**config.mk**
```make
export PLATFORM = sky130hd
export DESIGN_NAME = mcw_bank
export DESIGN_NICKNAME = d
export VERILOG_FILES = /design/src/mcw_pkg.sv /design/src/mcw_bank.sv
export VERILOG_INCLUDE_DIRS = /design/src
export SDC_FILE = /design/constraint.sdc
export NUM_CORES = 2
export LEC_CHECK = 0
export BUFFER_PORTS_ARGS = -buffer_cell sky130_fd_sc_hd__buf_2
export CAP_MARGIN = 20
export CORE_ASPECT_RATIO = 1.4
export CORE_MARGIN = 2
export CORE_UTILIZATION = 45
export CTS_CLUSTER_SIZE = 25
export DETAILED_ROUTE_END_ITERATION = 10
export SYNTH_ARGS = -nofsm -noshare
export SYNTH_HDL_FRONTEND = slang
export SYNTH_SLANG_ARGS = --single-unit
```
**constraint.sdc**
```tcl
create_clock -name sys_clk -period 45.9 [get_ports sys_clk]
set_input_delay 4.59 -clock sys_clk [delete_from_list [all_inputs] [get_ports sys_clk]]
set_output_delay 4.59 -clock sys_clk [all_outputs]
set_load 0.05 [all_outputs]
```
**src/mcw_defs.svh**
```systemverilog
/*
 * Constants of the motor configuration word bank: word addresses, word
 * and check widths, scaling figures and sequencing counts.
 * Assumes it is included by the package and the bank module only.
 */
// Overview of operation
// - Align current threshold is six-bit count, 0.086 A each.
// - Shunt resistance in milliohm is sense field divided by 37.
// - Rated voltage in volts is rated field divided by five.
// - Sleep inhibit bit set means standby is never entered.
// - Motor stops below selected off threshold, after curve when enabled.
// - Nudge start amplitude percent is field times 3.2 plus 2.4.
// - Short detect level bit selects 1 V or 2 V.
// - Lock restart wait bit selects 5 or 10 seconds.
// - Stall retry limit code: unlimited, 3, 5 or 10 attempts.
// - Brake mode zero brakes when current safe; one always brakes fully.
// - Clock ratio is 0.25 rpm/Hz per count; host keeps it below 42.
// - Curve enable bit passes demand through curve, else bypassed.
// - Two-way curve: 0 full reverse, 511 full forward, 255 stop.
// - Two-bit loop code: open loop, torque, speed, power.
// - Closed-loop setpoint is full scale times demand ratio.
// - Brake source bit picks register brake bit or brake pin.
// - Direction source bit picks host_dir input or direction pin; two-way curve sets direction itself.
// - Inductance is eight-bit field shifted left by three-bit shift.
// - Winding resistance field is phase to centre tap value.
// - Gains pack into two words as laid out.
// - Curve words hold corner input 17:9, output 8:0, no shadow.
// - Words hold 18 data bits plus six hidden check bits.
// - Reading a word address returns that word's contents.
`ifndef MCW_DEFS_SVH
`define MCW_DEFS_SVH

`define MCW_WORDS           64
`define MCW_DATA_W          18
`define MCW_ECC_W           6
`define MCW_FIRST_WORD      6'h12
`define MCW_LAST_SHADOW     6'h1f
`define MCW_CURVE_BASE      6'h20
`define MCW_CURVE_POINTS    32
`define MCW_SHADOW_OFS      8'h40
`define MCW_NUM_SHADOW      14

// Word addresses
`define MCW_GATE_ALIGN      6'h12
`define MCW_CAP_COMP        6'h13
`define MCW_SHUNT_RATED     6'h14
`define MCW_STANDBY_OFF     6'h15
`define MCW_PROT_BRAKE      6'h16
`define MCW_LOOP_SETPT      6'h17
`define MCW_WINDING_RES     6'h18
`define MCW_SRC_INDUCT      6'h19
`define MCW_TORQUE_CONST    6'h1a
`define MCW_GAP_A           6'h1b
`define MCW_PI_PRIMARY      6'h1c
`define MCW_PI_SECONDARY    6'h1d
`define MCW_GAP_B           6'h1e
`define MCW_OUT_TRIM        6'h1f

// Scaling figures
`define MCW_ALIGN_MA_PER_CNT  86
`define MCW_SHUNT_TENTH_NUM   10
`define MCW_SHUNT_TENTH_DEN   37
`define MCW_RATED_DIV         5
`define MCW_NUDGE_STEP        32
`define MCW_NUDGE_BASE        24
`define MCW_OFF_PM_00         97
`define MCW_OFF_PM_01         58
`define MCW_OFF_PM_10         128
`define MCW_OFF_PM_11         195
`define MCW_SHORT_LOW_MV      1000
`define MCW_SHORT_HIGH_MV     2000
`define MCW_LOCK_WAIT_SHORT_S 5
`define MCW_LOCK_WAIT_LONG_S  10
`define MCW_RETRY_01          3
`define MCW_RETRY_10          5
`define MCW_RETRY_11          10
`define MCW_CLK_RATIO_MAX     41
`define MCW_DEMAND_FULL       511
`define MCW_DEMAND_STOP       255

`endif

```
**src/mcw_pkg.sv**
```systemverilog
/*
 * Types of the motor configuration word bank: the decoded configuration
 * and the run-time control results.
 * Assumes mcw_defs.svh sits in the include path.
 */
`include "mcw_defs.svh"

package mcw_pkg;

	typedef enum logic [1:0] {
		MCW_OPEN_LOOP,
		MCW_CONST_TORQUE,
		MCW_CONST_SPEED,
		MCW_CONST_POWER
	} mcw_loop_t;

	typedef struct packed {
		logic [1:0]  gate_slew;
		logic [12:0] align_current_ma;
		logic [3:0]  cap_comp_fall;
		logic [3:0]  cap_comp_rise;
		logic [7:0]  shunt_tenth_mohm;
		logic [8:0]  rated_tenth_v;
		logic        sleep_inhibit;
		logic [7:0]  nudge_start_amplitude;
		logic [10:0] short_detect_level;
		logic [3:0]  lock_wait_s;
		logic [3:0]  stall_retry_limit;
		logic        gentle_stop_long;
		logic [5:0]  clk_ratio;
		mcw_loop_t   loop_mode;
		logic [7:0]  winding_res;
		logic [14:0] inductance;
		logic [8:0]  torque_constant_value;
		logic [17:0] pi_primary;
		logic [5:0]  pi_secondary;
	} mcw_cfg_t;

	typedef struct packed {
		logic        brake_apply;
		logic        dir_fwd;
		logic        motor_stop;
		logic        standby_enter;
		logic [8:0]  curve_demand;
		logic [10:0] setpoint;
		logic        ratio_err;
	} mcw_ctrl_t;

endpackage : mcw_pkg

```
**src/mcw_bank.sv**
```systemverilog
/*
 * Nonvolatile configuration word bank with shadow copies and the decode
 * of every field into the form the motor control logic consumes.
 * Assumes a host register port driven by the serial interface logic on
 * sys_clk, brake and direction pins arriving asynchronously, and run-time
 * demand and current status from logic on sys_clk.
 */
`timescale 1ns/1ns
`include "mcw_defs.svh"

module mcw_bank
	import mcw_pkg::*;
(
	// Clock and reset
	input  wire logic        sys_clk,
	input  wire logic        rstn,
	// Host register port
	input  wire logic [7:0]  reg_addr,
	input  wire logic        reg_wr,
	input  wire logic        reg_rd,
	input  wire logic [23:0] reg_wdata,
	output logic      [23:0] reg_rdata,
	output logic             reg_rvalid,
	// Pins
	input  wire logic        brake_pin,
	input  wire logic        dir_pin,
	// Run-time inputs on sys_clk
	input  wire logic [8:0]  demand_in,
	input  wire logic        host_dir,
	input  wire logic        standby_req,
	input  wire logic        current_safe,
	// Results
	output mcw_cfg_t         cfg,
	output mcw_ctrl_t        ctrl,
	output logic             cfg_ready,
	output logic             ecc_err
);

	typedef enum logic {
		MCW_COPY,
		MCW_RUN
	} mcw_state_t;

	// Check bit k covers data bits whose position plus one has bit k set
	function automatic logic [`MCW_ECC_W-1:0] mcw_ecc(input logic [`MCW_DATA_W-1:0] d);
		logic [`MCW_ECC_W-1:0] c;
		logic [5:0]            p;
		c = '0;
		for (int i = 0; i < `MCW_DATA_W; i++) begin
			p = 6'(i + 1);
			for (int k = 0; k < `MCW_ECC_W; k++) begin
				c[k] = c[k] ^ (d[i] & p[k]);
			end
		end
		return c;
	endfunction : mcw_ecc

	// check bits kept above the data
	logic [23:0]            nv_ff     [`MCW_WORDS];
	logic [23:0]            nxt_nv    [`MCW_WORDS];
	logic [17:0]            shadow_ff [`MCW_NUM_SHADOW];
	logic [17:0]            nxt_shadow[`MCW_NUM_SHADOW];
	mcw_state_t             state_ff;
	mcw_state_t             nxt_state;
	logic [5:0]             copy_ff;
	logic [5:0]             nxt_copy;
	logic [23:0]            rdata_ff;
	logic [23:0]            nxt_rdata;
	logic                   rvalid_ff;
	logic                   nxt_rvalid;
	logic                   ecc_err_ff;
	logic                   nxt_ecc_err;
	logic [2:0]             brk_sync_ff;
	logic [2:0]             dir_sync_ff;
	logic                   brk_pin_ff;
	logic                   dir_pin_ff;
	logic                   nxt_brk_pin;
	logic                   nxt_dir_pin;
	mcw_cfg_t               cfg_ff;
	mcw_cfg_t               nxt_cfg;
	mcw_ctrl_t              ctrl_ff;
	mcw_ctrl_t              nxt_ctrl;

	logic                   word_hit;
	logic                   word_wr_ok;
	logic                   shad_hit;
	logic                   shad_wr_ok;
	logic [5:0]             word_idx;
	logic [3:0]             shad_idx;
	logic [7:0]             shad_ofs;

	assign word_idx = reg_addr[5:0];
	assign shad_ofs = reg_addr - `MCW_SHADOW_OFS;
	assign shad_idx = 4'(shad_ofs[5:0] - `MCW_FIRST_WORD);
	assign word_hit = (reg_addr < 8'(`MCW_WORDS)) && (word_idx >= `MCW_FIRST_WORD);
	assign shad_hit = (reg_addr >= (`MCW_SHADOW_OFS + 8'(`MCW_FIRST_WORD))) &&
		(reg_addr <= (`MCW_SHADOW_OFS + 8'(`MCW_LAST_SHADOW)));
	// The trim word is locked; the two unused word slots hold nothing
	assign word_wr_ok = word_hit && (word_idx != `MCW_OUT_TRIM) &&
		(word_idx != `MCW_GAP_A) && (word_idx != `MCW_GAP_B);
	assign shad_wr_ok = shad_hit && (shad_ofs[5:0] != `MCW_OUT_TRIM) &&
		(shad_ofs[5:0] != `MCW_GAP_A) && (shad_ofs[5:0] != `MCW_GAP_B);

	// Word store, shadows and copy walk
	always_comb begin
		nxt_nv     = nv_ff;
		nxt_shadow = shadow_ff;
		nxt_state  = state_ff;
		nxt_copy   = copy_ff;
		case (state_ff)
			MCW_COPY: begin
				nxt_shadow[4'(copy_ff - `MCW_FIRST_WORD)] = nv_ff[copy_ff][17:0];
				nxt_copy = copy_ff + 6'h01;
				if (copy_ff == `MCW_LAST_SHADOW) begin
					nxt_state = MCW_RUN;
				end
			end
			MCW_RUN: begin
				if (reg_wr && word_wr_ok) begin
					nxt_nv[word_idx] = {mcw_ecc(reg_wdata[17:0]), reg_wdata[17:0]};
				end
				if (reg_wr && shad_wr_ok) begin
					nxt_shadow[shad_idx] = reg_wdata[17:0];
				end
			end
			default: begin
				nxt_state = MCW_COPY;
			end
		endcase
	end

	always_ff @(posedge sys_clk or negedge rstn) begin
		if (!rstn) begin
			for (int i = 0; i < `MCW_WORDS; i++) begin
				nv_ff[i] <= '0;
			end
			for (int i = 0; i < `MCW_NUM_SHADOW; i++) begin
				shadow_ff[i] <= '0;
			end
			state_ff <= MCW_COPY;
			copy_ff  <= `MCW_FIRST_WORD;
		end else begin
			nv_ff     <= nxt_nv;
			shadow_ff <= nxt_shadow;
			state_ff  <= nxt_state;
			copy_ff   <= nxt_copy;
		end
	end

	// Host reads, answered one cycle after the strobe
	always_comb begin
		nxt_rdata   = '0;
		nxt_rvalid  = reg_rd;
		nxt_ecc_err = ecc_err_ff;
		if (reg_rd && word_hit) begin
			nxt_rdata = {6'h00, nv_ff[word_idx][17:0]};
			if (mcw_ecc(nv_ff[word_idx][17:0]) != nv_ff[word_idx][23:18]) begin
				nxt_ecc_err = 1'b1;
			end
		end else if (reg_rd && shad_hit) begin
			nxt_rdata = {6'h00, shadow_ff[shad_idx]};
		end
	end

	always_ff @(posedge sys_clk or negedge rstn) begin
		if (!rstn) begin
			rdata_ff   <= '0;
			rvalid_ff  <= 1'b0;
			ecc_err_ff <= 1'b0;
		end else begin
			rdata_ff   <= nxt_rdata;
			rvalid_ff  <= nxt_rvalid;
			ecc_err_ff <= nxt_ecc_err;
		end
	end

	// Pin synchronisers; a level counts once stages two and three agree
	always_comb begin
		nxt_brk_pin = brk_pin_ff;
		nxt_dir_pin = dir_pin_ff;
		if (brk_sync_ff[1] == brk_sync_ff[2]) begin
			nxt_brk_pin = brk_sync_ff[2];
		end
		if (dir_sync_ff[1] == dir_sync_ff[2]) begin
			nxt_dir_pin = dir_sync_ff[2];
		end
	end

	always_ff @(posedge sys_clk or negedge rstn) begin
		if (!rstn) begin
			brk_sync_ff <= '0;
			dir_sync_ff <= '0;
			brk_pin_ff  <= 1'b0;
			dir_pin_ff  <= 1'b0;
		end else begin
			brk_sync_ff <= {brk_sync_ff[1:0], brake_pin};
			dir_sync_ff <= {dir_sync_ff[1:0], dir_pin};
			brk_pin_ff  <= nxt_brk_pin;
			dir_pin_ff  <= nxt_dir_pin;
		end
	end

	// Field decode from shadows
	logic [17:0] w_gate;
	logic [17:0] w_cap;
	logic [17:0] w_shunt;
	logic [17:0] w_stby;
	logic [17:0] w_prot;
	logic [17:0] w_loop;
	logic [17:0] w_src;

	assign w_gate  = shadow_ff[4'(`MCW_GATE_ALIGN - `MCW_FIRST_WORD)];
	assign w_cap   = shadow_ff[4'(`MCW_CAP_COMP - `MCW_FIRST_WORD)];
	assign w_shunt = shadow_ff[4'(`MCW_SHUNT_RATED - `MCW_FIRST_WORD)];
	assign w_stby  = shadow_ff[4'(`MCW_STANDBY_OFF - `MCW_FIRST_WORD)];
	assign w_prot  = shadow_ff[4'(`MCW_PROT_BRAKE - `MCW_FIRST_WORD)];
	assign w_loop  = shadow_ff[4'(`MCW_LOOP_SETPT - `MCW_FIRST_WORD)];
	assign w_src   = shadow_ff[4'(`MCW_SRC_INDUCT - `MCW_FIRST_WORD)];

	always_comb begin
		nxt_cfg = '0;
		nxt_cfg.gate_slew = w_gate[15:14];
		nxt_cfg.align_current_ma = 13'(w_gate[13:8] * `MCW_ALIGN_MA_PER_CNT);
		nxt_cfg.cap_comp_fall = w_cap[15:12];
		nxt_cfg.cap_comp_rise = w_cap[11:8];
		nxt_cfg.shunt_tenth_mohm =
			8'((w_shunt[15:8] * `MCW_SHUNT_TENTH_NUM) / `MCW_SHUNT_TENTH_DEN);
		// rated voltage in tenths of volt
		nxt_cfg.rated_tenth_v = 9'((w_shunt[7:0] * 10) / `MCW_RATED_DIV);
		nxt_cfg.sleep_inhibit = w_stby[15];
		nxt_cfg.nudge_start_amplitude =
			8'(w_stby[7:5] * `MCW_NUDGE_STEP + `MCW_NUDGE_BASE);
		nxt_cfg.short_detect_level =
			w_prot[15] ? 11'(`MCW_SHORT_HIGH_MV) : 11'(`MCW_SHORT_LOW_MV);
		nxt_cfg.lock_wait_s =
			w_prot[11] ? 4'(`MCW_LOCK_WAIT_LONG_S) : 4'(`MCW_LOCK_WAIT_SHORT_S);
		case (w_prot[7:6])
			2'h1:    nxt_cfg.stall_retry_limit = 4'(`MCW_RETRY_01);
			2'h2:    nxt_cfg.stall_retry_limit = 4'(`MCW_RETRY_10);
			2'h3:    nxt_cfg.stall_retry_limit = 4'(`MCW_RETRY_11);
			default: nxt_cfg.stall_retry_limit = 4'h0;
		endcase
		nxt_cfg.gentle_stop_long = w_prot[9];
		// ratio in quarter rpm per hertz
		nxt_cfg.clk_ratio = w_prot[5:0];
		nxt_cfg.loop_mode = mcw_loop_t'(w_loop[12:11]);
		nxt_cfg.winding_res =
			shadow_ff[4'(`MCW_WINDING_RES - `MCW_FIRST_WORD)][7:0];
		nxt_cfg.inductance = 15'({7'h00, w_src[7:0]} << w_src[10:8]);
		nxt_cfg.torque_constant_value =
			shadow_ff[4'(`MCW_TORQUE_CONST - `MCW_FIRST_WORD)][8:0];
		nxt_cfg.pi_primary   = shadow_ff[4'(`MCW_PI_PRIMARY - `MCW_FIRST_WORD)];
		nxt_cfg.pi_secondary =
			shadow_ff[4'(`MCW_PI_SECONDARY - `MCW_FIRST_WORD)][5:0];
	end

	// Run-time control from the demand and the curve
	logic [8:0]  curve_out;
	logic [8:0]  eff_dem;
	logic [8:0]  mag;
	logic [8:0]  off_lvl;
	logic [19:0] sp_prod;

	// corner lookup; corners assumed in ascending input order, no
	// interpolation between them to keep the path free of a divider
	always_comb begin
		curve_out = nv_ff[`MCW_CURVE_BASE][8:0];
		for (int i = 0; i < `MCW_CURVE_POINTS; i++) begin
			if (nv_ff[`MCW_CURVE_BASE + i][17:9] <= demand_in) begin
				curve_out = nv_ff[`MCW_CURVE_BASE + i][8:0];
			end
		end
	end

	always_comb begin
		eff_dem = w_loop[17] ? curve_out : demand_in;
		// two-way magnitude about the stop code
		if (w_loop[17] && w_loop[16]) begin
			if (eff_dem == 9'(`MCW_DEMAND_FULL)) begin
				// Doubling full forward would wrap past nine bits, so clamp it
				mag = 9'(`MCW_DEMAND_FULL);
			end else if (eff_dem > 9'(`MCW_DEMAND_STOP)) begin
				mag = 9'((eff_dem - 9'(`MCW_DEMAND_STOP)) << 1);
			end else begin
				mag = 9'((9'(`MCW_DEMAND_STOP) - eff_dem) << 1);
			end
		end else begin
			mag = eff_dem;
		end
		// off threshold scaled to demand units
		case (w_stby[9:8])
			2'h1:    off_lvl = 9'((`MCW_DEMAND_FULL * `MCW_OFF_PM_01) / 1000);
			2'h2:    off_lvl = 9'((`MCW_DEMAND_FULL * `MCW_OFF_PM_10) / 1000);
			2'h3:    off_lvl = 9'((`MCW_DEMAND_FULL * `MCW_OFF_PM_11) / 1000);
			default: off_lvl = 9'((`MCW_DEMAND_FULL * `MCW_OFF_PM_00) / 1000);
		endcase
		sp_prod = w_loop[10:0] * mag;
	end

	always_comb begin
		nxt_ctrl = '0;
		nxt_ctrl.curve_demand = eff_dem;
		nxt_ctrl.motor_stop = (mag < off_lvl);
		// setpoint equals full scale at full demand
		if (w_loop[12:11] != 2'h0) begin
			nxt_ctrl.setpoint = 11'(sp_prod / `MCW_DEMAND_FULL);
		end
		// brake source; safe or forced brake
		nxt_ctrl.brake_apply = (w_src[14] ? w_src[15] : brk_pin_ff) &&
			(w_prot[8] || current_safe);
		if (w_loop[17] && w_loop[16]) begin
			nxt_ctrl.dir_fwd = (eff_dem > 9'(`MCW_DEMAND_STOP));
		end else begin
			nxt_ctrl.dir_fwd = w_src[13] ? host_dir : dir_pin_ff;
		end
		nxt_ctrl.standby_enter = standby_req && !w_stby[15];
		// flag a ratio beyond the usable range
		nxt_ctrl.ratio_err = (w_prot[5:0] > 6'(`MCW_CLK_RATIO_MAX));
	end

	// Control results are held inert until the shadows are loaded
	always_ff @(posedge sys_clk or negedge rstn) begin
		if (!rstn) begin
			cfg_ff  <= '0;
			ctrl_ff <= '0;
		end else begin
			cfg_ff  <= nxt_cfg;
			ctrl_ff <= (state_ff == MCW_RUN) ? nxt_ctrl : '0;
		end
	end

	logic ready_ff;

	always_ff @(posedge sys_clk or negedge rstn) begin
		if (!rstn) begin
			ready_ff <= 1'b0;
		end else begin
			ready_ff <= (state_ff == MCW_RUN);
		end
	end

	assign reg_rdata  = rdata_ff;
	assign reg_rvalid = rvalid_ff;
	assign cfg        = cfg_ff;
	assign ctrl       = ctrl_ff;
	assign cfg_ready  = ready_ff;
	assign ecc_err    = ecc_err_ff;

endmodule : mcw_bank

```
-- Yosys cells after proc, flatten, opt, wreduce, memory -nomap -nowiden
Index checks and enable logic that the tools add are counted.
- add/subtract/negate cells: 7
- $mul: 4
- divide/modulo/power cells: 3
- magnitude comparators: 45
- equality and inequality tests: 18
- shift operators: 1
- multiplexer cells: 68
- bitwise operators: 69
- reductions and logical operators: 23
- operators by type and width (cell ; number):
    1536-bit bitwise mux ; 1
    252-bit bitwise mux ; 2
    252-bit one-hot mux with 2 select lines ; 1
    9-bit 2-to-1 mux ; 35
    24-bit binary-select mux with 6-bit select ; 2
    9-bit less-or-equal comparator ; 31
    252-bit 2-to-1 mux ; 1
    18-bit demux with 4-bit select ; 2
    24-bit demux with 6-bit select ; 1
    18-bit 2-to-1 mux ; 7
    24-bit 2-to-1 mux ; 4
    18-bit binary-select mux with 4-bit select ; 1
    1-bit XOR ; 64
    6-bit by 5-bit inequality test with 1-bit output, second input constant ; 6
    12-bit by 3-bit divider with 32-bit output, second input constant ; 1
    12-bit by 6-bit divider with 32-bit output, second input constant ; 1
    20-bit by 9-bit divider with 32-bit output, second input constant ; 1
    25-bit 2-to-1 mux ; 1
    8-bit by 3-bit multiplier with 11-bit output, second input constant ; 2
    11-bit 2-to-1 mux ; 2
    7-bit one-hot mux with 3 select lines ; 1
    11-bit by 9-bit multiplier with 20-bit output ; 1
    1-bit logical AND ; 18
    8-bit by 3-bit << shifter with 15-bit output ; 1
    35 further kinds ; 51
- bits in registers: 1987
- latch bits: 0
- memory bits (writable): 0
- ROM bits: 0
- input bits: 50
- output and inout bits: 185
- logic and storage cells: 352
- memories: 0

-- Longest topological paths before layout
- word-level depth: 41
- mapped depth: 87
- depth with buffers taken out: 75

-- Least setup slack after synthesis
Ideal clock, no wire load.
- kind: input -> register
- from: input demand_in[7]
- to: register ctrl_ff (netlist bit ctrl[1])
- setup time: 124 ps
- data arrival time: 21685 ps
- required time: 45776 ps
- slack: 24091 ps
- cell stages on the path: 77
- cells stage by stage: inv_1 ha_1 nand4_1 nor2_1 o21ai_0 and3_1 a41oi_1 mux2_2 mux2_2 mux2i_1 a211oi_1 a211o_1 o211ai_1 a311o_1 a311oi_1 a21o_1 mux2_2 mux2i_1 (+41 left out) and3_1 a211oi_1 o211ai_1 or3_1 and2_1 a21boi_1 or2_2 buf_4 a22o_1 buf_2 nor2_1 ha_1 or3b_1 a211o_1 o21a_1 o21ai_2 nor4_1 a211o_1
- longest elaborated chain between the ends: 41
- ends and longest elaborated chain (element ; RTL line ; source):
    start, declared ; mcw_bank.sv:28 ; input wire logic [8:0] demand_in,
    9-bit less-or-equal comparator ; mcw_bank.sv:269 ; if (nv_ff[`MCW_CURVE_BASE + i][17:9] <= demand_in) begin
    9-bit 2-to-1 mux (31 in a row) ; mcw_bank.sv:269 ;
    9-bit 2-to-1 mux * ; mcw_bank.sv:276 ; eff_dem = w_loop[17] ? curve_out : demand_in;
    8-bit subtractor (tied with other cells) ; mcw_bank.sv:285 ; mag = 9'((9'(`MCW_DEMAND_STOP) - eff_dem) << 1);
    9-bit 2-to-1 mux ; mcw_bank.sv:282 ; end else if (eff_dem > 9'(`MCW_DEMAND_STOP)) begin
    9-bit 2-to-1 mux ; mcw_bank.sv:279 ; if (eff_dem == 9'(`MCW_DEMAND_FULL)) begin
    9-bit 2-to-1 mux * ; mcw_bank.sv:278 ; if (w_loop[17] && w_loop[16]) begin
    11-bit by 9-bit multiplier with 20-bit output * ; mcw_bank.sv:297 ; sp_prod = w_loop[10:0] * mag;
    20-bit by 9-bit divider with 32-bit output (no line) * ; -- ;
    11-bit 2-to-1 mux * ; mcw_bank.sv:305 ; if (w_loop[12:11] != 2'h0) begin
    25-bit 2-to-1 mux * ; mcw_bank.sv:328 ; ctrl_ff <= (state_ff == MCW_RUN) ? nxt_ctrl : '0;
    end signal, assigned ; mcw_bank.sv:328 ;
    end, declared ; mcw_bank.sv:81 ; mcw_ctrl_t ctrl_ff;
Every way passes the cells marked *; elsewhere a longest branch is shown, timed or not.
A chain may end at the register's enable or synchronous reset.

-- Final worst setup path
- from: input demand_in[2]
- to: register ctrl_ff (netlist bit ctrl[1])
The elaborated chain is that of the path after synthesis.

==> flow_metrics.env <==
export IMPL_routedWlPerCell_um=31.3
export IMPL_cp_slowest_cell="a2111oi_0"
export IMPL_numCtsBuffers=193
export IMPL_synth_edff_count=0
export IMPL_track_usage_pct=30.5
export IMPL_layout_drive_gt1_share_pct=29.3
export IMPL_cpMostUsedCell="o21a_1"
export IMPL_multi_input_area_um2=58200
export IMPL_via_count=79200
export IMPL_max_stage_delay_ns=0.81
export IMPL_slew_violations=0
export IMPL_path_clk_slew_ns=0.06
export IMPL_drv_cap=0
export IMPL_pin_count=235
export IMPL_synth_area_per_cell_um2=12.0
export IMPL_fin_util_pct=49.4
export IMPL_clk_latency_ns=0.92
export IMPL_grt_max_degree=196
export IMPL_p_leak_nw=55.0
export IMPL_startpoint="demand_in[2]"
export IMPL_place_congestion=0.949
export IMPL_finalCritPeriodShare_pct=56.4
export IMPL_grtUsageMet2_pct=49.5
export IMPL_worstMarginPinSlew_ns=1.26
export IMPL_r2r_start="nv_ff[707]"
export IMPL_postCtsSetupRepairBufs=0
export IMPL_finalWirelength_um=383000
export IMPL_root_buffer="clkbuf_16"
export IMPL_grt_pass1_vias=80400
export IMPL_port_buffers=214
export IMPL_nets=9342
export IMPL_async_flop_share_pct=100
export IMPL_gr_usage_met3_pct=5.11
export IMPL_ys_seq_elements=1901
export IMPL_cp_arrival_ns=26.63
export IMPL_finalHoldViolCount=0
export IMPL_clock_sinks=1901
export IMPL_period_minus_slack_ns=25.88
export IMPL_rr_endpoint="ctrl[1]"
export IMPL_ant_nets=0
export IMPL_grt_pass1_wl_um=562000
export IMPL_fmax_mhz=38.6
export IMPL_ir_worst_vdd_uv=31.0
export IMPL_fin_tns_setup_ns=0
export IMPL_regArea_um2=47600
export IMPL_ys_seq_area_share_pct=43.0
export IMPL_cts_tree="yes"
export IMPL_pwr_density_cell_nw_per_um2=31.4
export IMPL_top_usage_layer="met2"
export IMPL_drc=0
export IMPL_syn_area_um2=111000
export IMPL_cp_max_fo=20
export IMPL_grt_ovfl_total=0
export IMPL_fin_area_um2=121000
export IMPL_end_kind="register"
export IMPL_dpl_hpwl_um=263000
export IMPL_synth_cell_type_count=128
export IMPL_critPathCapture="ctrl[1]"
export IMPL_yosys_warnings=0
export IMPL_viasPerCell=6.47
export IMPL_crit_type="input pin to register"
export IMPL_r2r_worst_path_cells=70
export IMPL_place_area_um2=114000
export IMPL_grt_use_met1_pct=35.5
export IMPL_first_pass_iters=8
export IMPL_relSlewSlack_pct=16.3
export IMPL_hold_buffers=0
export IMPL_initialDrtViolationCount=7956
export IMPL_ctsResizeCount=0
export IMPL_grt_antenna_before_repair=24
export IMPL_outcome="complete, no violations"
export IMPL_clk_path_buf_depth=4
export IMPL_rsz0062_at_grt="no"
export IMPL_hold_class="register to register"
export IMPL_placedCellCount=11900
export IMPL_crit_path_start_kind="input pin"
export IMPL_coreArea_um2=245000
export IMPL_start_util_pct=45.2
export IMPL_die_h_um=590
export IMPL_syn_to_final_growth_pct=9.21
export IMPL_fillers=21300
export IMPL_rrSetupSlack_ns=24.21
export IMPL_die_area_um2=250000
export IMPL_cp_required_ns=46.66
export IMPL_htreeDepth=4
export IMPL_dieWidth_um=423
export IMPL_setup_viol=0
export IMPL_ys_flop_type="dfrtp_1"
export IMPL_rows=215
export IMPL_fin_cells=12200
export IMPL_skew_ns=0.0578
export IMPL_synth_cells=9195
==> where the power goes <==
group	leakage (nW)	internal, W	switching [W]
Sequential	26.4	0.00170	0.0000180
Clock	3.30	0.000996	0.000708
Combinational	25.3	0.000108	0.000262
Total	55.0	0.00280	0.000988
==> layer usage <==
metal  up-vias  part of all wire, %
li1      33300                    -
met1     40900                   36
met2      3833                   47
met3      1190                  6.8
met4         8                  9.9
met5         -                0.014
==> cells in the mapped netlist (31+ instances only) <==
cell / number / area share (%)
dfrtp_1: 1899 / 43
clkbuf_1: 914 / 3.1
mux2_2: 887 / 9.0
mux4_2: 802 / 16
nand2_1: 690 / 2.3
o21ai_0: 502 / 2.3
nor2_1: 464 / 1.6
ha_1: 406 / 4.6
inv_1: 223 / 0.76
a221o_1: 220 / 2.0
mux2i_1: 213 / 1.9
a21oi_1: 185 / 0.84
o22ai_1: 140 / 0.79
nor2b_1: 120 / 0.68
buf_1: 115 / 0.39
xnor2_1: 102 / 0.81
nand3_1: 99 / 0.45
and2_1: 92 / 0.52
nand2b_1: 91 / 0.52
nor3_1: 75 / 0.34
fa_1: 71 / 1.3
o21a_1: 67 / 0.46
a31oi_1: 53 / 0.30
nand4_1: 52 / 0.29
a22oi_1: 45 / 0.31
o211ai_1: 44 / 0.30
xor2_1: 38 / 0.30
nor4_1: 34 / 0.19
a211oi_1: 33 / 0.22
buf_4: 32 / 0.22
and3_1: 31 / 0.18
==> critical path, delay by kind of cell <==
kind,cells,cell delay [ns]
compound gates,32,9.37
simple gates,24,7.66
buf+inv,9,1.38
fa+ha+maj,7,3.00
mux,2,0.51
==> worst min-delay path by stage <==
stage | from | endpoint | slack, ns | cells after the start
final | brk_sync_ff[0] | brk_sync_ff[1] | 0.36 | 0
after detailed placement | brk_sync_ff[0] | brk_sync_ff[1] | 0.34 | 0
after CTS | brk_sync_ff[0] | brk_sync_ff[1] | 0.36 | 0
after global routing | brk_sync_ff[0] | brk_sync_ff[1] | 0.37 | 0
after floorplan | brk_sync_ff[0] | brk_sync_ff[1] | 0.33 | 0
after global placement | brk_sync_ff[0] | brk_sync_ff[1] | 0.34 | 0
==> layout make-up <==
type | instances | area share, %
repair buffers | 480 | 2.69
inverters | 228 | 0.719
multi-input cells | 6011 | 48.2
well taps | 3255 | 3.37
flip-flops and latches | 1901 | 39.4
clock buffers | 254 | 4.53
clock inverters | 86 | 1.00
diodes | 19 | 0.0394
==> registers in the layout, indices dropped and copies added (netlist names) <==
name         flops
w_gate          18
w_src           18
w_prot          18
brk_pin_ff       1
dir_sync_ff      3
reg_rdata       18
reg_rvalid       1
w_stby          18
w_loop          18
nv_ff         1472
state_ff         1
w_shunt         18
ecc_err          1
brk_sync_ff      3
cfg_ready        1
ctrl            25
dir_pin_ff       1
copy_ff          6
cfg            116
w_cap           18
shadow_ff       85
nxt_cfg         41
==> placed cells by master (no fill, tap or decap), types with 31 or more instances in the layout <==
cell type  synthesis  routed
o211ai_1          44      44
clkinv_2           0      39
clkbuf_8           0      35
nor2b_1          120     120
nor2_1           464     463
ha_1             406     405
a21oi_1          185     183
o21ai_0          502     495
xor2_1            38      37
o22ai_1          140     140
fa_1              71      71
xnor2_1          102      96
nand4_1           52      52
mux2_2           887     887
nand2_1          690     689
mux2i_1          213     211
a31oi_1           53      50
nand2b_1          91      91
mux4_2           802     802
a211oi_1          33      33
inv_1            223     221
a221o_1          220     220
nand3_1           99      98
and2_1            92      92
buf_2              6     213
buf_4             32     252
a22oi_1           45      45
and3_1            31      31
clkbuf_16          0     196
o21a_1            67      67
dfrtp_1         1899    1896
nor3_1            75      75
==> through the flow <==
stage          total power, W  hold WS (ns)  setup WS (ns)
4_1_cts               0.00381         0.361          20.22
3_5_place_dp          0.00211         0.336          19.45
2_1_floorplan         0.00196         0.331          24.09
6_report              0.00379         0.360          20.02
5_1_grt               0.00391         0.367          18.90
3_3_place_gp          0.00211         0.344          19.44
==> cell families after synthesis <==
kind of cell	Yosys count	synth area share, %
adder cells (fa/ha/maj)	486	5.96
buffers and inverters	1296	4.52
multiplexers	1903	27.3
other	2	0.00680
AND/OR/NAND/NOR	1878	8.06
AO/OA/AOI/OAI	1589	9.96
XOR/XNOR	140	1.11
flip-flops	1901	43.0
No activity file was read; power rests on OpenSTA's default activity.
